<file path="src/common/self_program_flash_pkg.sv">
// constants for the self-programming flash control block
// assumes a cpu core that decodes store/load program instructions and hands them over as strobes
package self_program_flash_pkg;
  localparam logic [7:0] CSR_ADDR        = 8'h37;
  localparam logic [7:0] CSR_RESET       = 8'h00;
  localparam int         BIT_IRQ_EN      = 7;
  localparam int         BIT_BUSY        = 6;
  localparam int         BIT_REENABLE    = 4;
  localparam int         BIT_LOCK_SET    = 3;
  localparam int         BIT_PAGE_WRITE  = 2;
  localparam int         BIT_PAGE_ERASE  = 1;
  localparam int         BIT_STORE_EN    = 0;
  localparam logic [4:0] CMD_REENABLE    = 5'h11;
  localparam logic [4:0] CMD_LOCK_SET    = 5'h09;
  localparam logic [4:0] CMD_PAGE_WRITE  = 5'h05;
  localparam logic [4:0] CMD_PAGE_ERASE  = 5'h03;
  localparam logic [4:0] CMD_LOAD        = 5'h01;
  localparam logic [2:0] STORE_WINDOW    = 3'h4;
  localparam logic [2:0] LOAD_WINDOW     = 3'h3;
  localparam logic [7:0] LOCK_RESET      = 8'hFF;
  localparam logic [15:0] APP_RESET_ADDR = 16'h0000;
  localparam int         PROG_TIME_US    = 4;
  localparam int         CLK_MHZ         = 100;
  localparam int         PROG_CYCLES     = PROG_TIME_US * CLK_MHZ;
endpackage

</file>
<file path="src/hw/self_program_flash_control.sv">
// self-programming flash control: control/status register, temporary page buffer,
// page erase/write sequencing, lock set and lock/fuse read-back.
// assumes the cpu raises one-cycle store/load strobes with z and r1:r0 on the same clock.
`timescale 1ns/1ps

module self_program_flash_control #(
  parameter int          WORD_BITS   = 6,                 // word-in-page index width
  parameter int          PAGE_BITS   = 8,                 // page index width
  parameter int          NO_CONCURRENT_READ_SECTION_PAGE   = 224,               // first page of no-concurrent-read section
  parameter logic [15:0] BOOT_ADDR   = 16'h3800,          // boot loader reset word
  parameter int          PROG_CYCLES = self_program_flash_pkg::PROG_CYCLES
) (
  input  wire logic                   i_clk_sys,          // system clock
  input  wire logic                   i_rstn,             // async reset, low
  input  wire logic [7:0]             i_addr,             // register address
  input  wire logic [7:0]             i_wdata,            // register write data
  input  wire logic                   i_wr,               // register write strobe
  input  wire logic                   i_rd,               // register read strobe
  output logic      [7:0]             o_rdata,            // read data, cycle after strobe
  input  wire logic                   i_global_irq_en,    // cpu global interrupt flag
  input  wire logic                   i_store,            // store-program strobe
  input  wire logic                   i_load,             // load-program strobe
  input  wire logic [15:0]            i_z,                // z pointer
  input  wire logic [15:0]            i_r1r0,             // r1:r0 data
  input  wire logic                   i_boot_reset_fuse,  // fuse, 0 = programmed
  input  wire logic [7:0]             i_fuse_byte,        // fuse byte for read-back
  output logic      [7:0]             o_load_data,        // lock/fuse read-back byte
  output logic                        o_load_hit,         // read-back replaces flash data
  output logic                        o_store_ready_irq,  // ready interrupt level
  output logic                        o_cpu_halt,         // halt the processor
  output logic                        o_section_blocked,  // rww section not readable
  output logic      [15:0]            o_reset_vector,     // start word after reset
  output logic                        o_flash_erase,      // erase pulse to array
  output logic                        o_flash_write,      // write pulse to array
  output logic      [PAGE_BITS-1:0]   o_flash_page,       // latched page
  output logic      [16*(1<<WORD_BITS)-1:0] o_flash_data, // buffer contents
  output logic      [7:0]             o_lock_bits         // lock bits
);
  localparam int WORDS = 1 << WORD_BITS;

  initial begin
    if (WORD_BITS < 1 || WORD_BITS + PAGE_BITS > 15 || PROG_CYCLES < 1)
      $error("self_program_flash_control: unsupported parameters");
    if (PROG_CYCLES > 65535 || NO_CONCURRENT_READ_SECTION_PAGE < 0 || NO_CONCURRENT_READ_SECTION_PAGE > (1 << PAGE_BITS))
      $error("self_program_flash_control: counter or section bound out of range");
  end

  typedef enum logic [3:0] {
    ST_IDLE  = 4'b0001,
    ST_ARMED = 4'b0010,
    ST_PROG  = 4'b0100,
    ST_LOCK  = 4'b1000
  } state_type;

  typedef struct packed {
    state_type               st;
    logic [7:0]              csr;
    logic [2:0]              win;
    logic [15:0]             cnt;
    logic [PAGE_BITS-1:0]    page;
    logic                    erase;
    logic                    no_concurrent_read_section;
    logic                    loading;
    logic [7:0]              lock;
    logic [7:0]              rdata;
    logic [7:0]              ldata;
    logic                    lhit;
    logic                    ers_p;
    logic                    wr_p;
    logic [1:0]              fuse_seen;
    logic [15:0]             vec;
  } ctl_type;

  ctl_type q, d;
  logic [15:0] buf_q [WORDS];
  logic [1:0]  fuse_sync_q;
  logic        buf_clear, buf_store;
  logic [WORD_BITS-1:0] word_idx;
  logic [PAGE_BITS-1:0] page_idx;
  logic [4:0]  cmd;
  logic        csr_wr;

  assign word_idx = i_z[WORD_BITS:1];
  assign page_idx = i_z[WORD_BITS+PAGE_BITS:WORD_BITS+1];
  assign csr_wr   = i_wr && i_addr == self_program_flash_pkg::CSR_ADDR;
  assign cmd      = i_wdata[4:0];

  always_comb begin
    d = q;
    d.ers_p = 1'b0;
    d.wr_p  = 1'b0;
    d.lhit  = 1'b0;
    buf_clear = 1'b0;
    buf_store = 1'b0;
    if (i_rd) begin
      d.rdata = q.csr & 8'hDF;
    end
    if (q.fuse_seen != 2'h3) begin
      d.fuse_seen = q.fuse_seen + 2'h1;
    end
    // the second flop carries the pin only from the second edge after release
    if (q.fuse_seen == 2'h2) begin
      d.vec = fuse_sync_q[1] ? self_program_flash_pkg::APP_RESET_ADDR : BOOT_ADDR;
    end
    if (csr_wr) begin
      d.csr[self_program_flash_pkg::BIT_IRQ_EN] = i_wdata[self_program_flash_pkg::BIT_IRQ_EN];
    end
    unique case (q.st)
      ST_IDLE, ST_ARMED: begin
        if (q.st == ST_ARMED) begin
          d.win = q.win + 3'h1;
          if (i_load && q.csr[4:0] == self_program_flash_pkg::CMD_LOCK_SET
              && q.win < self_program_flash_pkg::LOAD_WINDOW) begin
            d.ldata = i_z[0] ? q.lock : i_fuse_byte;
            d.lhit  = 1'b1;
            d.csr[4:0] = 5'h00;
            d.st = ST_IDLE;
          end else if (i_store) begin
            d.csr[4:0] = 5'h00;
            d.st = ST_IDLE;
            unique case (q.csr[4:0])
              self_program_flash_pkg::CMD_LOAD: begin
                buf_store = 1'b1;
                d.loading = 1'b1;
                d.csr[self_program_flash_pkg::BIT_BUSY] = 1'b0;
              end
              self_program_flash_pkg::CMD_REENABLE: begin
                d.csr[self_program_flash_pkg::BIT_BUSY] = 1'b0;
                buf_clear = 1'b1;
                d.loading = 1'b0;
              end
              self_program_flash_pkg::CMD_LOCK_SET: begin
                d.lock = q.lock & (i_r1r0[7:0] | 8'hC0);
                d.st = ST_LOCK;
                d.cnt = 16'(PROG_CYCLES);
                d.csr[4:0] = q.csr[4:0];
              end
              default: begin                                  // erase or write
                d.page  = page_idx;
                d.erase = q.csr[self_program_flash_pkg::BIT_PAGE_ERASE];
                d.no_concurrent_read_section  = 32'(page_idx) >= NO_CONCURRENT_READ_SECTION_PAGE;
                d.csr[self_program_flash_pkg::BIT_BUSY] =
                  q.csr[self_program_flash_pkg::BIT_BUSY] | (32'(page_idx) < NO_CONCURRENT_READ_SECTION_PAGE);
                d.ers_p = q.csr[self_program_flash_pkg::BIT_PAGE_ERASE];
                d.wr_p  = q.csr[self_program_flash_pkg::BIT_PAGE_WRITE];
                d.cnt = 16'(PROG_CYCLES);
                d.st = ST_PROG;
                d.csr[4:0] = q.csr[4:0];
              end
            endcase
          end else if (q.win == self_program_flash_pkg::STORE_WINDOW - 3'h1) begin
            d.csr[4:0] = 5'h00;
            d.st = ST_IDLE;
          end
        end
        if (csr_wr && (cmd == self_program_flash_pkg::CMD_LOAD
                       || cmd == self_program_flash_pkg::CMD_REENABLE
                       || cmd == self_program_flash_pkg::CMD_LOCK_SET
                       || cmd == self_program_flash_pkg::CMD_PAGE_WRITE
                       || cmd == self_program_flash_pkg::CMD_PAGE_ERASE)) begin
          d.csr[4:0] = cmd;
          d.win = 3'h0;
          d.st = ST_ARMED;
          if (cmd == self_program_flash_pkg::CMD_REENABLE && q.loading) begin
            buf_clear = 1'b1;
            d.loading = 1'b0;
          end
        end
      end
      ST_PROG, ST_LOCK: begin
        d.cnt = q.cnt - 16'h1;
        if (q.cnt == 16'h1) begin
          d.csr[4:0] = 5'h00;
          d.st = ST_IDLE;
          if (q.st == ST_PROG && !q.erase) begin
            buf_clear = 1'b1;
            d.loading = 1'b0;
          end
        end
      end
    endcase
  end

  always_ff @(posedge i_clk_sys or negedge i_rstn) begin
    if (!i_rstn) begin
      q <= '{st: ST_IDLE, csr: self_program_flash_pkg::CSR_RESET, lock: self_program_flash_pkg::LOCK_RESET,
             vec: self_program_flash_pkg::APP_RESET_ADDR, default: '0};
      fuse_sync_q <= 2'b11;
    end else begin
      q <= d;
      fuse_sync_q <= {fuse_sync_q[0], i_boot_reset_fuse};
    end
  end

  // buffer clears on reset and clear events; array holds data only, no state
  always_ff @(posedge i_clk_sys or negedge i_rstn) begin
    if (!i_rstn) begin
      for (int i = 0; i < WORDS; i++) buf_q[i] <= 16'hFFFF;
    end else if (buf_clear) begin
      for (int i = 0; i < WORDS; i++) buf_q[i] <= 16'hFFFF;
    end else if (buf_store) begin
      buf_q[word_idx] <= i_r1r0;
    end
  end

  always_comb begin
    for (int i = 0; i < WORDS; i++) o_flash_data[16*i +: 16] = buf_q[i];
  end

  // fuses have only an input; no register path writes them
  assign o_reset_vector    = q.vec;
  assign o_rdata           = q.rdata;
  assign o_load_data       = q.ldata;
  assign o_load_hit        = q.lhit;
  assign o_store_ready_irq = q.csr[self_program_flash_pkg::BIT_IRQ_EN] && i_global_irq_en
                             && !q.csr[self_program_flash_pkg::BIT_STORE_EN];
  assign o_cpu_halt        = q.st == ST_PROG && q.no_concurrent_read_section;
  assign o_section_blocked = q.csr[self_program_flash_pkg::BIT_BUSY];
  assign o_flash_erase     = q.ers_p;
  assign o_flash_write     = q.wr_p;
  assign o_flash_page      = q.page;
  assign o_lock_bits       = q.lock;
endmodule

</file>
<file path="config.mk">
export PLATFORM = sky130hd
export DESIGN_NAME = self_program_flash_control
export DESIGN_NICKNAME = d
export VERILOG_FILES = /design/src/common/self_program_flash_pkg.sv /design/src/hw/self_program_flash_control.sv
export SDC_FILE = /design/constraint.sdc
export NUM_CORES = 2
export LEC_CHECK = 0
export BUFFER_PORTS_ARGS = -buffer_cell sky130_fd_sc_hd__buf_4
export CORE_AREA = 3 3 448 450
export CTS_BUF_LIST = sky130_fd_sc_hd__clkbuf_2
export CTS_CLUSTER_SIZE = 16
export DETAILED_ROUTE_END_ITERATION = 16
export DIE_AREA = 0 0 451 453
export PLACE_DENSITY = 0.49
export SYNTH_ARGS = -nofsm -noshare
export SYNTH_HDL_FRONTEND = slang
export SYNTH_SLANG_ARGS = --single-unit
</file>
<file path="constraint.sdc">
create_clock -name i_clk_sys -period 4.9 [get_ports i_clk_sys]
set_clock_uncertainty 0.1 [all_clocks]
set_input_delay 0.98 -clock i_clk_sys [delete_from_list [all_inputs] [get_ports i_clk_sys]]
set_output_delay 0.98 -clock i_clk_sys [all_outputs]
set_load 0.01 [all_outputs]
</file>
==> results.yml <==
clocking:
  cts_setup_buffers: 0
  cts_root_buffer: "clkbuf_2"
  numCtsBuffers: 328
  htreeDepth: 5
  clkSinkCount: 1094
  insertion_delay_ps: 1690
  clkTransAtPathRegs_ps: 100
  cts_tree: "done"
  cts_resized: 0
  clk_path_buf_depth: 4
  postCtsHoldBufs: 164
power_and_ir_drop:
  pwr_density_cell_nw_per_um2: 480.9
  power_leakage_uw: 0.03247
  vdd_drop_max_mv: 0.2445
  power_uw: 30060
final_layout:
  final_common_cell: "buf_4"
  layout.nets: 5473
  regArea_sq_um: 28670
  area_growth_pct: 33.50
  final_cell_mix: "buf_4, nand2_1, dfstp_2"
  fillers: 20580
  drive_gt1_share_pct: 51.07
  multiInputGateArea_sq_um: 16450
floorplanning:
  die_area_sq_um: 204300
  placementRows: 163
  die_y_um: 453
  ios: 1142
  core_area_sq_um: 197000
  die_x_um: 451
  start_util_pct: 23.77
timing:
  period_needed_ps: 4237
  setup_slack_ps: 663.0
  tns_ps: 0
  setup_violations: 0
  max_freq_mhz: 236.0
  slew_headroom_pct: 12.98
  fin_crit_sh_pct: 86.47
  worstMarginPinSlew_ps: 1301
  slew_viol_final: 0
  rsz0062_at_grt: "false"
  finalHoldViolCount: 0
synth:
  syn_avg_cell_area_sq_um: 11.58
  async_flop_share_pct: 100.0
  synth_cell_types: 63
  synthFlopType: "dfstp_2"
  synth_cells: 4043
  netlist_area_sq_um: 46830
  ys_seq_elements: 1094
  ys.warnings.count: 0
  synth-edff-count: 0
  synth.yosys.seq_area_share_pct: 61.22
run:
  drv_cap: 0
hold_path:
  holdCritPathClass: "reg -> reg"
  whs_path_depth: 0
placement:
  numPortBuffers: 1122
  hpwl_um: 132200
  post-place-ws_ps: 884.3
  gp_congestion: 0.8084
grt:
  grt_max_degree: 134
  grt_pass1_vias: 37350
  grt_pass1_wl_um: 291200
  antenna_found_initial: 7
  grt-ovfl-total: 0
  grtUsageTotal_pct: 19.71
worst_setup_path:
  start_kind: "flip-flop"
  cp.required_ps: 6390
  setup.worst_path.class: "reg -> reg"
  worst-r2r-cell-count: 8
  cp_max_fo: 70
  end_kind: "flip-flop"
  arrival_ps: 5720
run_status:
  status: "completed"
detailed_routing:
  drt_first_iter_violations: 2313
  viasPerCell: 4.454
  routed.top_layer: "met4"
  ant_nets: 0
  dr_wl_met2_um: 104300
  wire_per_inst_um: 25.26
  route.met3.wl_um: 14150
  post-route-drc-count: 0
  wirelength_um: 208500
  wl_met1_um: 80960
  num_vias: 36760
  drt-pass1-iter-count: 6
cell families after synthesis:
logic type                 synth area share (%)
AOI/OAI and AO/OA                         1.200
xor gates and xnor gates                0.05612
adders and majority gates                0.1817
buffers and inverters                     3.971
DFF                                       61.22
muxes                                     19.35
other                                   0.01604
and+or+nand+nor                           14.01
layout make-up:
class                   instances  area share, %
repair buffers               1416          18.16
well taps                    2640          5.284
clock inverters                45         0.3763
diodes                         11        0.04403
flip-flops and latches       1094          45.86
inverters                      13        0.07806
clock buffers                 484          3.875
multi-input cells            2550          26.32
through the flow:
stage | cell area [sq um] | utilization [%] | hold WS (ps) | std cells
floorplan | 46880 | - | 245.2 | 4057
finish | 62510 | 31.73 | 263.9 | 8253
global route | 62500 | 31.73 | 44.80 | 8250
detailed placement | 58150 | 29.52 | 253.2 | 7549
CTS | 62480 | 31.72 | 2.675 | 8242
global placement | 58150 | 29.52 | 245.9 | 7549
registers in the layout, indices dropped and copies added (netlist names):
signal and count:
q 34, o_flash_data 1024, o_rdata 7, o_flash_erase 1, o_section_blocked 1, o_lock_bits 6, fuse_sync_q 2, o_flash_write 1
o_flash_page 8, o_load_data 8, o_load_hit 1, o_reset_vector 1
synth_stat cells (all sizes together) (7+ instances only):
| cell | instances | area share (%) |
|---|---|---|
| a21oi | 18 | 0.19 |
| a31oi | 12 | 0.16 |
| buf | 156 | 1.9 |
| clkbuf | 244 | 2.0 |
| dfrtp | 61 | 3.3 |
| dfstp | 1033 | 58 |
| inv | 13 | 0.10 |
| mux2 | 16 | 0.38 |
| mux2i | 887 | 19 |
| nand2 | 1080 | 8.7 |
| nand3 | 301 | 3.2 |
| nand4 | 12 | 0.16 |
| nor2 | 65 | 0.73 |
| nor3 | 12 | 0.13 |
| nor3b | 8 | 0.15 |
| nor4 | 12 | 0.25 |
| o21a | 7 | 0.11 |
| o21ai | 24 | 0.26 |
critical path, cell delays in order (launching register included):
cell and delay, ps:
dfrtp_1 530, nor2_1 240, nand2_1 390, and4_1 390
a222oi_1 640, dlygate4sd3_1 730, buf_12 250, buf_4 650
nand2_1 110
layer usage:
metal | vias to the layer above | GRT usage (%)
li1 | 16310 | -
met1 | 18660 | 22.76
met2 | 1371 | 33.90
met3 | 420 | 5.681
met4 | 0 | 8.574
met5 | - | 0
worst paths after layout:
check | start | end | slack (ps)
min in group asynchronous | i_rstn | o_flash_data[488] | 770
worst max-delay path | q[84] | o_flash_data[397] | 660
worst max register to register | q[84] | o_flash_data[397] | 660
worst min-delay path | fuse_sync_q[0] | fuse_sync_q[1] | 260
worst min register to register | fuse_sync_q[0] | fuse_sync_q[1] | 260
max in group asynchronous | i_rstn | o_flash_data[466] | 2670
report_power, final:
part	switching, uW	internal, uW
registers	1380	12900
clock network	4100	2680
logic	4880	4170
total	10400	19700
Power figures use the tool's default switching activity.
